### config.mk
export PLATFORM = sky130hd
export DESIGN_NAME = uet_core
export DESIGN_NICKNAME = d
export VERILOG_FILES = /design/src/design/uet_core.v
export VERILOG_INCLUDE_DIRS = /design/src /design/src/design
export SDC_FILE = /design/constraint.sdc
export NUM_CORES = 1
export LEC_CHECK = 0
export BUFFER_PORTS_ARGS = -buffer_cell sky130_fd_sc_hd__buf_2
export CAP_MARGIN = 20
export CORE_ASPECT_RATIO = 1.2
export CORE_MARGIN = 2
export CORE_UTILIZATION = 55
export CTS_CLUSTER_DIAMETER = 30
export DETAILED_ROUTE_END_ITERATION = 8
export GPL_TIMING_DRIVEN = 1
export PLACE_DENSITY = 0.85
export SYNTH_ARGS = -nofsm -noshare
export SYNTH_HDL_FRONTEND = slang
export SYNTH_SLANG_ARGS = --single-unit
### constraint.sdc
create_clock -name SYS_CLK -period 2.36 [get_ports SYS_CLK]
set_input_delay 0.354 -clock SYS_CLK [delete_from_list [all_inputs] [get_ports SYS_CLK]]
set_output_delay 0.354 -clock SYS_CLK [all_outputs]
set_load 0.005 [all_outputs]
### src/design/uet_defines.vh
`ifndef UET_DEFINES_VH
`define UET_DEFINES_VH

// endpoint count and index width
`define UET_NUM_EP 4
`define UET_EPW 2

// token kinds on TOK_PID
`define UET_TOK_OUT 2'h0
`define UET_TOK_IN 2'h1
`define UET_TOK_SETUP 2'h2

// data pid codes on DAT_PID and RSP_PID
`define UET_PID_DATA0 2'h0
`define UET_PID_DATA1 2'h1
`define UET_PID_DATA2 2'h2
`define UET_PID_MDATA 2'h3

// response kinds on RSP_KIND
`define UET_RSP_ACK 2'h0
`define UET_RSP_NAK 2'h1
`define UET_RSP_STALL 2'h2
`define UET_RSP_DATA 2'h3

// endpoint transfer types
`define UET_EP_CTRL 2'h0
`define UET_EP_BULK 2'h1
`define UET_EP_INTR 2'h2
`define UET_EP_ISO 2'h3

// register byte offsets
`define UET_OFF_CTRL 6'h00
`define UET_OFF_CFG 6'h10
`define UET_OFF_STAT 6'h20

// control register fields
`define UET_CTRL_HS 0
`define UET_CTRL_CFGEVT 1

// endpoint config fields
`define UET_CFG_TYPE_LO 0
`define UET_CFG_HB 2
`define UET_CFG_HALT 3
`define UET_CFG_RDY 4
`define UET_CFG_STATUS 5
`define UET_CFG_ISOPID_LO 6
`define UET_CFG_RESET 8'h00

// endpoint command (write) fields
`define UET_CMD_PEND 0
`define UET_CMD_STALL 1
`define UET_CMD_GOTCLR 2

// endpoint status (read) fields
`define UET_ST_PEND 0
`define UET_ST_PSTALL 1
`define UET_ST_TXSEQ 2
`define UET_ST_RXSEQ 3
`define UET_ST_HALT 4
`define UET_ST_GOT 5
`define UET_ST_LPID_LO 6

// transaction states
`define UET_S_IDLE 2'h0
`define UET_S_WDATA 2'h1
`define UET_S_WHS 2'h2

`endif

### src/design/uet_core.v
`include "uet_defines.vh"
`timescale 1ns/100ps
`default_nettype none

module uet_core (
  input wire SYS_CLK, // 50 MHz clock
  input wire RSTN, // async reset, active low
  input wire AVS_READ, // avalon read request
  input wire AVS_WRITE, // avalon write request
  input wire [5:0] AVS_ADDRESS, // byte address
  input wire [3:0] AVS_BYTEENABLE, // byte lanes
  input wire [31:0] AVS_WRITEDATA, // write data
  output reg [31:0] AVS_READDATA, // read data
  output wire AVS_WAITREQUEST, // stall of the bus request
  input wire TOK_VALID, // token received, one-cycle pulse
  input wire [1:0] TOK_PID, // token kind
  input wire [1:0] TOK_EP, // token endpoint
  input wire DAT_VALID, // data packet end, one-cycle pulse
  input wire [1:0] DAT_PID, // data pid of packet
  input wire DAT_CRC_OK, // packet free of errors
  input wire HS_ACK, // valid ack handshake, pulse
  input wire HS_TIMEOUT, // handshake wait expired, pulse
  output reg RSP_VALID, // response request, pulse
  output reg [1:0] RSP_KIND, // handshake or data
  output reg [1:0] RSP_PID, // data pid when kind is data
  output reg [1:0] RSP_EP, // endpoint of response or accept
  output reg RX_ACCEPT, // data packet taken by function, pulse
  output reg RX_SETUP // accepted packet was setup data
);

  // address decoding shared by read and write paths
  // returns 0 ctrl, 1 cfg, 2 stat, 3 unmapped
  function [1:0] addr_region;
    input [5:0] a;
    begin
      if (a == `UET_OFF_CTRL)
        addr_region = 2'h0;
      else if ({a[5:4], 4'h0} == `UET_OFF_CFG && a[1:0] == 2'h0)
        addr_region = 2'h1;
      else if ({a[5:4], 4'h0} == `UET_OFF_STAT && a[1:0] == 2'h0)
        addr_region = 2'h2;
      else
        addr_region = 2'h3;
    end
  endfunction

  // bus side state
  reg ack_q;
  reg hs_q;

  // open transaction: state, endpoint, setup and stall marks
  reg [1:0] state_q;
  reg [1:0] state_d;
  reg [1:0] ep_q;
  reg [1:0] ep_d;
  reg setup_q;
  reg setup_d;
  reg stall_q;
  reg stall_d;

  // combinational response and endpoint event strobes
  reg rsp_v;
  reg [1:0] rsp_k;
  reg [1:0] rsp_p;
  reg acc;
  reg ev_tok_setup;
  reg ev_setup;
  reg ev_tx_ack;
  reg ev_iso_tx;
  reg ev_rx;

  // per-endpoint fields gathered into flat vectors
  wire [31:0] cfg_all;
  wire [3:0] pend_all;
  wire [3:0] pstall_all;
  wire [3:0] tx_all;
  wire [3:0] rx_all;
  wire [31:0] stat_all;
  // write strobes and config views of token and current endpoint
  wire wr_en;
  wire cfg_evt;
  wire [7:0] t_cfg;
  wire [1:0] t_type;
  wire [7:0] c_cfg;
  wire [1:0] c_type;
  wire c_exp;

  // one wait cycle, then the request completes at the next edge
  assign AVS_WAITREQUEST = (AVS_READ | AVS_WRITE) & ~ack_q;
  assign wr_en = AVS_WRITE & ack_q & AVS_BYTEENABLE[0];
  assign cfg_evt = wr_en && addr_region(AVS_ADDRESS) == 2'h0 &&
                   AVS_WRITEDATA[`UET_CTRL_CFGEVT];

  // bus handshake and registered read data
  always @(posedge SYS_CLK or negedge RSTN) begin
    if (!RSTN) begin
      ack_q <= 1'b0;
      AVS_READDATA <= 32'h0;
      hs_q <= 1'b0;
    end else begin
      ack_q <= (AVS_READ | AVS_WRITE) & ~ack_q;
      // read data loads in the wait cycle, stands when waitrequest drops
      if (AVS_READ && !ack_q) begin
        case (addr_region(AVS_ADDRESS))
          2'h0: AVS_READDATA <= {31'h0, hs_q};
          2'h1: AVS_READDATA <= {24'h0, cfg_all[8*AVS_ADDRESS[3:2] +: 8]};
          2'h2: AVS_READDATA <= {24'h0, stat_all[8*AVS_ADDRESS[3:2] +: 8]};
          default: AVS_READDATA <= 32'h0;
        endcase
      end
      // high-speed mode bit of the control register
      if (wr_en && addr_region(AVS_ADDRESS) == 2'h0)
        hs_q <= AVS_WRITEDATA[`UET_CTRL_HS];
    end
  end

  // per-endpoint state
  genvar gi;
  generate
    for (gi = 0; gi < `UET_NUM_EP; gi = gi + 1) begin : ep_g
      // endpoint config, flags and sequence bits
      reg [7:0] cfg_q;
      reg pend_q;
      reg pstall_q;
      reg tx_q;
      reg rx_q;
      reg got_q;
      reg [1:0] lpid_q;
      // transaction select and register write decodes
      wire sel;
      wire wr_cfg;
      wire wr_cmd;
      assign sel = (ep_d == gi);
      assign wr_cfg = wr_en && addr_region(AVS_ADDRESS) == 2'h1 &&
                      AVS_ADDRESS[3:2] == gi;
      assign wr_cmd = wr_en && addr_region(AVS_ADDRESS) == 2'h2 &&
                      AVS_ADDRESS[3:2] == gi;
      // flat views for the responder and the status read
      assign cfg_all[8*gi +: 8] = cfg_q;
      assign pend_all[gi] = pend_q;
      assign pstall_all[gi] = pstall_q;
      assign tx_all[gi] = tx_q;
      assign rx_all[gi] = rx_q;
      assign stat_all[8*gi +: 8] = {lpid_q, got_q, cfg_q[`UET_CFG_HALT],
                                    rx_q, tx_q, pstall_q, pend_q};
      // all endpoint state starts clear
      always @(posedge SYS_CLK or negedge RSTN) begin
        if (!RSTN) begin
          cfg_q <= `UET_CFG_RESET;
          pend_q <= 1'b0;
          pstall_q <= 1'b0;
          tx_q <= 1'b0;
          rx_q <= 1'b0;
          got_q <= 1'b0;
          lpid_q <= 2'h0;
        end else begin
          if (wr_cfg)
            cfg_q <= AVS_WRITEDATA[7:0];
          // a new event written in the ack cycle is kept
          if (wr_cmd && AVS_WRITEDATA[`UET_CMD_PEND])
            pend_q <= 1'b1;
          else if (sel && (ev_tx_ack || ev_iso_tx))
            pend_q <= 1'b0;
          // failed command enters protocol stall
          if (wr_cmd && AVS_WRITEDATA[`UET_CMD_STALL])
            pstall_q <= 1'b1;
          else if (sel && ev_tok_setup)
            pstall_q <= 1'b0;
          // transmit sequence bit
          if (cfg_evt)
            tx_q <= 1'b0;
          else if (sel && ev_setup)
            tx_q <= 1'b1;
          else if (sel && ev_tx_ack)
            tx_q <= ~tx_q;
          // receive sequence bit
          if (cfg_evt)
            rx_q <= 1'b0;
          else if (sel && ev_setup)
            rx_q <= 1'b1;
          else if (sel && ev_rx)
            rx_q <= ~rx_q;
          // sticky data-received flag, set beats clear
          if (sel && acc) begin
            got_q <= 1'b1;
            lpid_q <= DAT_PID;
          end else if (wr_cmd && AVS_WRITEDATA[`UET_CMD_GOTCLR]) begin
            got_q <= 1'b0;
          end
        end
      end
    end
  endgenerate

  // config of the token endpoint and of the current endpoint
  assign t_cfg = cfg_all[8*TOK_EP +: 8];
  assign t_type = t_cfg[`UET_CFG_TYPE_LO +: 2];
  assign c_cfg = cfg_all[8*ep_q +: 8];
  assign c_type = c_cfg[`UET_CFG_TYPE_LO +: 2];
  // status stage expects data1, else the receive bit
  assign c_exp = c_cfg[`UET_CFG_STATUS] | rx_all[ep_q];

  // transaction responder
  always @* begin
    state_d = state_q;
    ep_d = ep_q;
    setup_d = setup_q;
    stall_d = stall_q;
    rsp_v = 1'b0;
    rsp_k = `UET_RSP_ACK;
    rsp_p = `UET_PID_DATA0;
    acc = 1'b0;
    ev_tok_setup = 1'b0;
    ev_setup = 1'b0;
    ev_tx_ack = 1'b0;
    ev_iso_tx = 1'b0;
    ev_rx = 1'b0;
    if (TOK_VALID) begin
      // a new token abandons any unfinished transaction
      ep_d = TOK_EP;
      state_d = `UET_S_IDLE;
      case (TOK_PID)
        `UET_TOK_IN: begin
          if (t_type == `UET_EP_ISO) begin
            // no handshake follows, no retry
            rsp_v = 1'b1;
            rsp_k = `UET_RSP_DATA;
            ev_iso_tx = 1'b1;
            if (hs_q && t_cfg[`UET_CFG_HB])
              rsp_p = t_cfg[`UET_CFG_ISOPID_LO +: 2];
            else
              rsp_p = `UET_PID_DATA0;
          end else if (t_cfg[`UET_CFG_HALT] ||
                       (t_type == `UET_EP_CTRL && pstall_all[TOK_EP])) begin
            rsp_v = 1'b1;
            rsp_k = `UET_RSP_STALL;
          end else if (!pend_all[TOK_EP]) begin
            rsp_v = 1'b1;
            rsp_k = `UET_RSP_NAK;
          end else begin
            rsp_v = 1'b1;
            rsp_k = `UET_RSP_DATA;
            rsp_p = {1'b0, t_cfg[`UET_CFG_STATUS] | tx_all[TOK_EP]};
            state_d = `UET_S_WHS;
          end
        end
        `UET_TOK_OUT: begin
          state_d = `UET_S_WDATA;
          setup_d = 1'b0;
          stall_d = t_type != `UET_EP_ISO && (t_cfg[`UET_CFG_HALT] ||
                    (t_type == `UET_EP_CTRL && pstall_all[TOK_EP]));
        end
        `UET_TOK_SETUP: begin
          if (t_type == `UET_EP_CTRL) begin
            state_d = `UET_S_WDATA;
            setup_d = 1'b1;
            stall_d = 1'b0;
            ev_tok_setup = 1'b1;
          end
        end
        default: state_d = `UET_S_IDLE;
      endcase
    end else begin
      case (state_q)
        `UET_S_WDATA: begin
          if (DAT_VALID) begin
            state_d = `UET_S_IDLE;
            // corrupted packets get no answer at all
            if (!DAT_CRC_OK) begin
              state_d = `UET_S_IDLE;
            end else if (c_type == `UET_EP_ISO) begin
              // isochronous out: no handshake, no sequence bits
              if ((hs_q && c_cfg[`UET_CFG_HB]) || !DAT_PID[1])
                acc = 1'b1;
            end else if (setup_q) begin
              acc = 1'b1;
              ev_setup = 1'b1;
              rsp_v = 1'b1;
              rsp_k = `UET_RSP_ACK;
            end else if (stall_q) begin
              rsp_v = 1'b1;
              rsp_k = `UET_RSP_STALL;
            end else if (!c_cfg[`UET_CFG_RDY]) begin
              rsp_v = 1'b1;
              rsp_k = `UET_RSP_NAK;
            end else if (DAT_PID == {1'b0, c_exp}) begin
              acc = 1'b1;
              ev_rx = !c_cfg[`UET_CFG_STATUS];
              rsp_v = 1'b1;
              rsp_k = `UET_RSP_ACK;
            end else begin
              rsp_v = 1'b1;
              rsp_k = `UET_RSP_ACK;
            end
          end
        end
        `UET_S_WHS: begin
          // silence from the host means a retry with the same bit
          if (HS_ACK) begin
            ev_tx_ack = !c_cfg[`UET_CFG_STATUS];
            ev_iso_tx = c_cfg[`UET_CFG_STATUS];
            state_d = `UET_S_IDLE;
          end else if (HS_TIMEOUT) begin
            state_d = `UET_S_IDLE;
          end
        end
        `UET_S_IDLE: state_d = `UET_S_IDLE;
        default: state_d = `UET_S_IDLE;
      endcase
    end
  end

  // transaction state and registered responses
  always @(posedge SYS_CLK or negedge RSTN) begin
    if (!RSTN) begin
      state_q <= `UET_S_IDLE;
      ep_q <= 2'h0;
      setup_q <= 1'b0;
      stall_q <= 1'b0;
      RSP_VALID <= 1'b0;
      RSP_KIND <= `UET_RSP_ACK;
      RSP_PID <= `UET_PID_DATA0;
      RSP_EP <= 2'h0;
      RX_ACCEPT <= 1'b0;
      RX_SETUP <= 1'b0;
    end else begin
      state_q <= state_d;
      ep_q <= ep_d;
      setup_q <= setup_d;
      stall_q <= stall_d;
      RSP_VALID <= rsp_v;
      RX_ACCEPT <= acc;
      // kind and pid hold until the next response
      if (rsp_v) begin
        RSP_KIND <= rsp_k;
        RSP_PID <= rsp_p;
      end
      if (rsp_v || acc)
        RSP_EP <= ep_d;
      // setup flag follows the last accepted packet
      if (acc)
        RX_SETUP <= setup_q;
    end
  end

endmodule // uet_core

`default_nettype wire

==> impl_results.md, run 1 <==
- Layout cell share with drive strength beyond 1: 34.8%
- Max frequency: 436 MHz
- Total GRT Usage: 26.7%
- Die area: 9300 µm²
- Max-slew violation count: 0
- IO Pins: 99
- Worst Max-Slew Pin Slew: 0.629 ns
- PD cells: 601 nW/µm²
- Crit path max-delay cell type: mux4_2
- Worst-Skew Late Latency: 0.37 ns
- Largest net degree at the start of global routing: 45
- Die H: 105 µm
- Die W: 88.4 µm
- Worst rel slew slack: 57.7%
- Most common cell after layout, fill and taps aside: dfrtp_1
- YS warnings: 0
- Slowest Stage Delay on Critical Path: 0.58 ns
- Mean Syn Cell Area: 11.6 µm²
- Per-cell routed wire length: 19.7 µm
- Critical Path Fanout Max: 8
- DR vias: 3638
- Final hold vios: 0
- Initial core utilization: 57.3%
- Most frequent cells in the layout: dfrtp_1 (85), buf_2 (46), mux2_2 (43)
- CTS tree: done
- Status: finished clean
- Hold_ws: 0.260 ns
- Critical path type: reg2reg
- Ys async rst share: 100%
- Clock Sinks: 85
- Via/cell ratio: 6.07
- CP arrival: 2.55 ns
- Req. time, crit path: 2.62 ns
- Global-route wire length before repair: 18500 µm
- CTS clk-pin slew, worst paths: 0.08 ns
- Hold crit path type: in2reg
- Post-synth top flop: dfrtp_1
- Core area: 8200 µm²
- Synth unique cells: 50
- Antenna violations before repair: 0
- Netlist Area Pre-Place: 4700 µm²
- Clock skew: 0.00829 ns
- Mapped Cells: 404
- Setup TNS: 0 ns
- CP endpoint kind: register
- Cell Rows: 36
- Layout net count: 541
- Area grow syn2layout: 13.9%
- Crit start category: register
- DR iter-0 viols: 469
- Drt pass-1 iters: 5
- Total gr overflow: 0
- Root Buffer: clkbuf_8
- Final setup violation count: 0
- CTS max path bufs: 2
- Post-synth EDFFs: 0
- Total Wirelength: 11800 µm
- Sequential share of the synthesized area: 45.3%
- Fin crit share: 97.2%
- H-tree depth: 3
- Buffers added on ports: 47
- Number of global-route vias before repair: 3594
- CTS buffer count: 9
- DR DRC count: 0
- Antenna cell count: 0
- Antenna viol nets, final: 0
- Lkg Pwr: 2.53 nW
- Peak VDD IR: 0.309 mV
- Post-route insts no fill: 599
- Max-cap check violation count: 0
- Crit-path cells: and2_0 -> mux4_2 -> a31oi_2 -> nand3_1 -> mux2_2
- RD Place Congestion: 0.949
- Hpwl dp: 8950 µm
- Min Tclk post-route: 2.29 ns
- Synthesized flop and latch total: 85
- Dpl cells: 579
## power by group
part	internal (mW)	switching, mW	total (mW)
combinational	0.291	0.301	0.592
sequential	1.60	0.131	1.73
clock	0.380	0.514	0.894
## layout make-up
type,instances,area (µm²)
Inverter,9,33.8
Fill cell,658,2850
Timing Repair Buffer,80,513
Sequential cell,85,2130
Clock inverter,4,25.0
Multi-Input combinational cell,295,2370
Tap cell,114,143
Clock buffer,12,135
## kinds of logic (layout without fill, tap and decap cells)
kind of cell	Yosys count	count (layout)	share of synthesized area, %
AOI/OAI and AO/OA	64	64	9.94
DFF	85	85	45.3
xor gates and xnor gates	1	1	0.187
adders and majority gates	4	4	1.07
other	1	24	0.0799
buffers and inverters	47	105	6.07
muxes	81	81	25.2
and+or+nand+nor	121	121	12.1
## sequential cells by signal, summed over array words and instances (netlist names), 2 cells and up
name           flops
ep_g.pstall_q      4
ep_g.cfg_q        32
ep_q               2
ep_g.rx_q          4
RSP_KIND           2
ep_g.lpid_q        8
RSP_EP             2
RSP_PID            2
AVS_READDATA       8
ep_g.tx_q          4
state_q            2
ep_g.got_q         4
ep_g.pend_q        4
## worst paths after layout
| kind | from | endpoint | slack (ns) | cells past startpoint |
|---|---|---|---|---|
| max | ep_g[3].cfg_q[1] | ep_g[2].lpid_q[1] | 0.07 | 5 |
| min | AVS_WRITEDATA[6] | ep_g[0].cfg_q[6] | 0.26 | 2 |
| max reg2reg | ep_g[3].cfg_q[1] | ep_g[2].lpid_q[1] | 0.07 | 5 |
| min reg2reg | ack_q | ack_q | 0.46 | 1 |
| max in group asynchronous | RSTN | ep_g[3].rx_q | 1.21 | 3 |
| min in group asynchronous | RSTN | AVS_READDATA[2] | 0.52 | 2 |
## stage by stage
step / worst slack (ns) / util [%] / area, µm² / total power [mW]
after global routing: -0.0341 / 65.2 / 5350 / 3.34
final: 0.0665 / 65.2 / 5350 / 3.22
after CTS: 0.0573 / 64.9 / 5320 / 3.21
after floorplan: 0.0138 / - / 4790 / 2.11
after detailed placement: 0.00164 / 62.9 / 5150 / 2.33
after global placement: 0.0847 / 62.9 / 5150 / 2.30
## worst max-delay path, delay by kind of cell, from the launching register on
family,cells,cell delay (ns)
compound gates,1,0.48
mux,2,0.91
flops,1,0.40
simple gates,2,0.39
## cell usage after synthesis, types with 4 or more instances
master    count  share of area (%)
o21ai_0      14                1.5
o31ai_1       7                1.1
nand2b_1      4               0.53
a31oi_1       4               0.53
ha_1          4                1.1
mux2_2       43                 10
o21a_1        5               0.80
and2_1        6               0.80
mux2i_1      13                2.8
nor2_1       39                3.1
buf_1         4               0.32
nand2_1      41                3.3
dfrtp_1      85                 45
mux4_2       23                 11
o211ai_1      5               0.80
inv_1         9               0.72
nand3_1       8               0.85
buf_4        24                3.8
a22o_1       11                2.1
nor3_1        7               0.75
clkbuf_1      5               0.40
## timing repair
item | 4_1_cts | 5_1_grt
hold buffers | 1 | 0
gates resized for setup | 0 | 0
endpoints found under the hold margin | 18 | 0
setup buffers | 0 | 3
setup endpoints to repair | 0 | 9
## per-layer routing
layer / up-vias / GRT usage [%] / part of all wire (%)
li1: 1585 / - / -
met1: 1780 / 33.7 / 38
met2: 234 / 43.7 / 51
met3: 39 / 6.73 / 7.9
met4: 0 / 10.7 / 3.6
met5: - / 0 / 0
(Power assumes the default switching activity.)
==> run 2: changes to the inputs <==
--- a/config.mk
+++ b/config.mk
@@ -11,10 +11,11 @@
 export CORE_ASPECT_RATIO = 1.2
 export CORE_MARGIN = 2
-export CORE_UTILIZATION = 55
+export CORE_UTILIZATION = 50
 export CTS_CLUSTER_DIAMETER = 30
 export DETAILED_ROUTE_END_ITERATION = 8
 export GPL_TIMING_DRIVEN = 1
-export PLACE_DENSITY = 0.85
+export PLACE_DENSITY = 0.82
 export SYNTH_ARGS = -nofsm -noshare
 export SYNTH_HDL_FRONTEND = slang
 export SYNTH_SLANG_ARGS = --single-unit
+export TNS_END_PERCENT = 30
==> constraint.sdc (replaced) <==
create_clock -name SYS_CLK -period 1.95 [get_ports SYS_CLK]
set_input_delay 0.195 -clock SYS_CLK [delete_from_list [all_inputs] [get_ports SYS_CLK]]
set_output_delay 0.195 -clock SYS_CLK [all_outputs]
set_load 0.005 [all_outputs]
==> run 2 against run 1 <==
Against the previous run: the run now ends with negative setup slack left; clock skew increased by 0.0026 ns; power up 33%; clock power is 41% higher; die area is 9.6% higher; non-clock buffer count grew 56; utilization grew 0.60 points; combinational power increased by 60%; worst setup slack lost 0.39 ns; hold slack got worse by 0.17 ns; via count increased by 14%.
==> impl_results.md, run 2 (same netlist as run 1, synthesis figures left out) <==
- FILL cells: 669
- Max frequency: 439 MHz
- Final setup margin: -0.328 ns
- Slowest Stage Delay on Critical Path: 0.55 ns
- Buffers added on ports: 47
- Post-route insts no fill: 661
- RSZ-0062 raised after global routing: yes
- Antenna violations before repair: 0
- Final Util: 65.8%
- Setup TNS: -5.28 ns
- Crit start category: register
- WHS Path Cells: 2
- Max-cap check violation count: 0
- Lkg Pwr: 2.87 nW
- Worst Max-Slew Pin Slew: 0.584 ns
- Worst rel slew slack: 59.9%
- Die H: 110 µm
- Fin crit share: 117%
- Per-cell routed wire length: 21.8 µm
- Total gr overflow: 0
- Area grow syn2layout: 27.3%
- Crit path max-delay cell type: mux4_2
- Global-route wire length before repair: 21500 µm
- Failing checks: negative setup slack
- H-tree depth: 3
- Layout cell share with drive strength beyond 1: 45.8%
- Final non-filler cell area: 5980 µm²
- Layout net count: 597
- Crit-path cells: and2_0 -> mux4_2 -> nor3_4 -> or4b_4 -> o211ai_1 -> o31ai_1
- FF+latch area: 2130 µm²
- Core area: 9080 µm²
- Pwr Total: 4.28 mW
- Cell Rows: 38
- Total Wirelength: 14400 µm
- Max-slew violation count: 0
- Hold crit path type: in2reg
- DR iter-0 viols: 544
- RD Place Congestion: 0.971
- Critical path type: reg2reg
- Root Buffer: clkbuf_8
- Critical Path Fanout Max: 4
- CTS tree: done
- Status: finished, violations left
- PD cells: 717 nW/µm²
- Number of global-route vias before repair: 4111
- IO Pins: 99
- CTS clk-pin slew, worst paths: 0.09 ns
- Worst-Skew Late Latency: 0.39 ns
- CP endpoint kind: register
- DR DRC count: 0
- R2r worst-path depth: 6
- Combined area of the multi-input logic cells: 2480 µm²
- Max reg flops: 32
- Largest net degree at the start of global routing: 70
- Most frequent cells in the layout: dfrtp_1 (85), buf_4 (74), buf_2 (46)
- Total GRT Usage: 28.3%
- Post-place instance area: 5520 µm²
- Dpl cells: 630
- Antenna viol nets, final: 0
- Biggest registers after layout: ep_g.cfg_q: 32 flops, AVS_READDATA: 8 flops, ep_g.lpid_q: 8 flops
- Hpwl dp: 9890 µm
- CTS max path bufs: 2
- Via/cell ratio: 6.30
- Clock skew: 0.0108 ns
- CTS buffer count: 9
- Die W: 92.5 µm
- Drt pass-1 iters: 8
- Antenna cell count: 0
- Biggest register: ep_g.cfg_q
- Peak VDD IR: 0.357 mV
- DR vias: 4162
- Clock Sinks: 85
- CP arrival: 2.54 ns
- Req. time, crit path: 2.21 ns
- Most common cell after layout, fill and taps aside: dfrtp_1
- Min Tclk post-route: 2.28 ns
- Final hold vios: 0
- Initial core utilization: 51.7%
- Final setup violation count: 34
- Die area: 10200 µm²
## run 2: path summary, 6_finish.rpt
kind,from,slack (ns),to
min,AVS_WRITEDATA[3],0.09,ep_g[1].cfg_q[3]
max in group asynchronous,RSTN,1.08,ack_q
max,ep_g[3].cfg_q[1],-0.33,ep_g[1].rx_q
min in group asynchronous,RSTN,0.22,ep_g[0].cfg_q[1]
min reg2reg,ack_q,0.46,ack_q
max reg2reg,ep_g[3].cfg_q[1],-0.33,ep_g[1].rx_q
## run 2: timing repair
| action | in CTS | in global routing |
|---|---|---|
| setup buffers | 10 | 5 |
| hold endpoints to repair | 16 | 0 |
| hold buffers | 1 | 0 |
| endpoints found under the setup margin | 24 | 37 |
| pin swaps | 8 | 8 |
| gates resized for setup | 19 | 24 |
## run 2: final cells by class
class,count,share of cell area (%)
multi-input cells,295,41.6
flip-flops and latches,85,35.6
repair buffers,136,16.6
well taps,120,2.51
clock buffers,11,2.20
clock inverters,5,1.00
inverters,9,0.565
## run 2: per-layer routing
layer	vias up	part of all wire, %	global-route usage, %
li1	1694	-	-
met1	2001	34	33.2
met2	348	48	47.8
met3	119	9.5	5.71
met4	0	8.3	18.4
met5	-	0	0
## run 2: stage by stage
step | hold WS, ns | worst slack [ns]
after floorplan | -0.101 | -0.112
after global placement | 0.0750 | -0.198
after detailed placement | 0.0847 | -0.257
after CTS | 0.0898 | -0.254
after global routing | 0.0937 | -0.371
final | 0.0870 | -0.328
## run 2: worst max-delay path, delay by kind of cell (launching register included)
kind	cells	cell delay, ns
mux	1	0.55
simple gates	3	0.83
compound gates	2	0.35
flops	1	0.42
## run 2: power breakdown
part           leakage, nW  internal (mW)  switching [mW]
combinational         1.63          0.468           0.478
clock               0.0939          0.597           0.662
sequential            1.14           1.94           0.144
total                 2.87           3.00            1.28
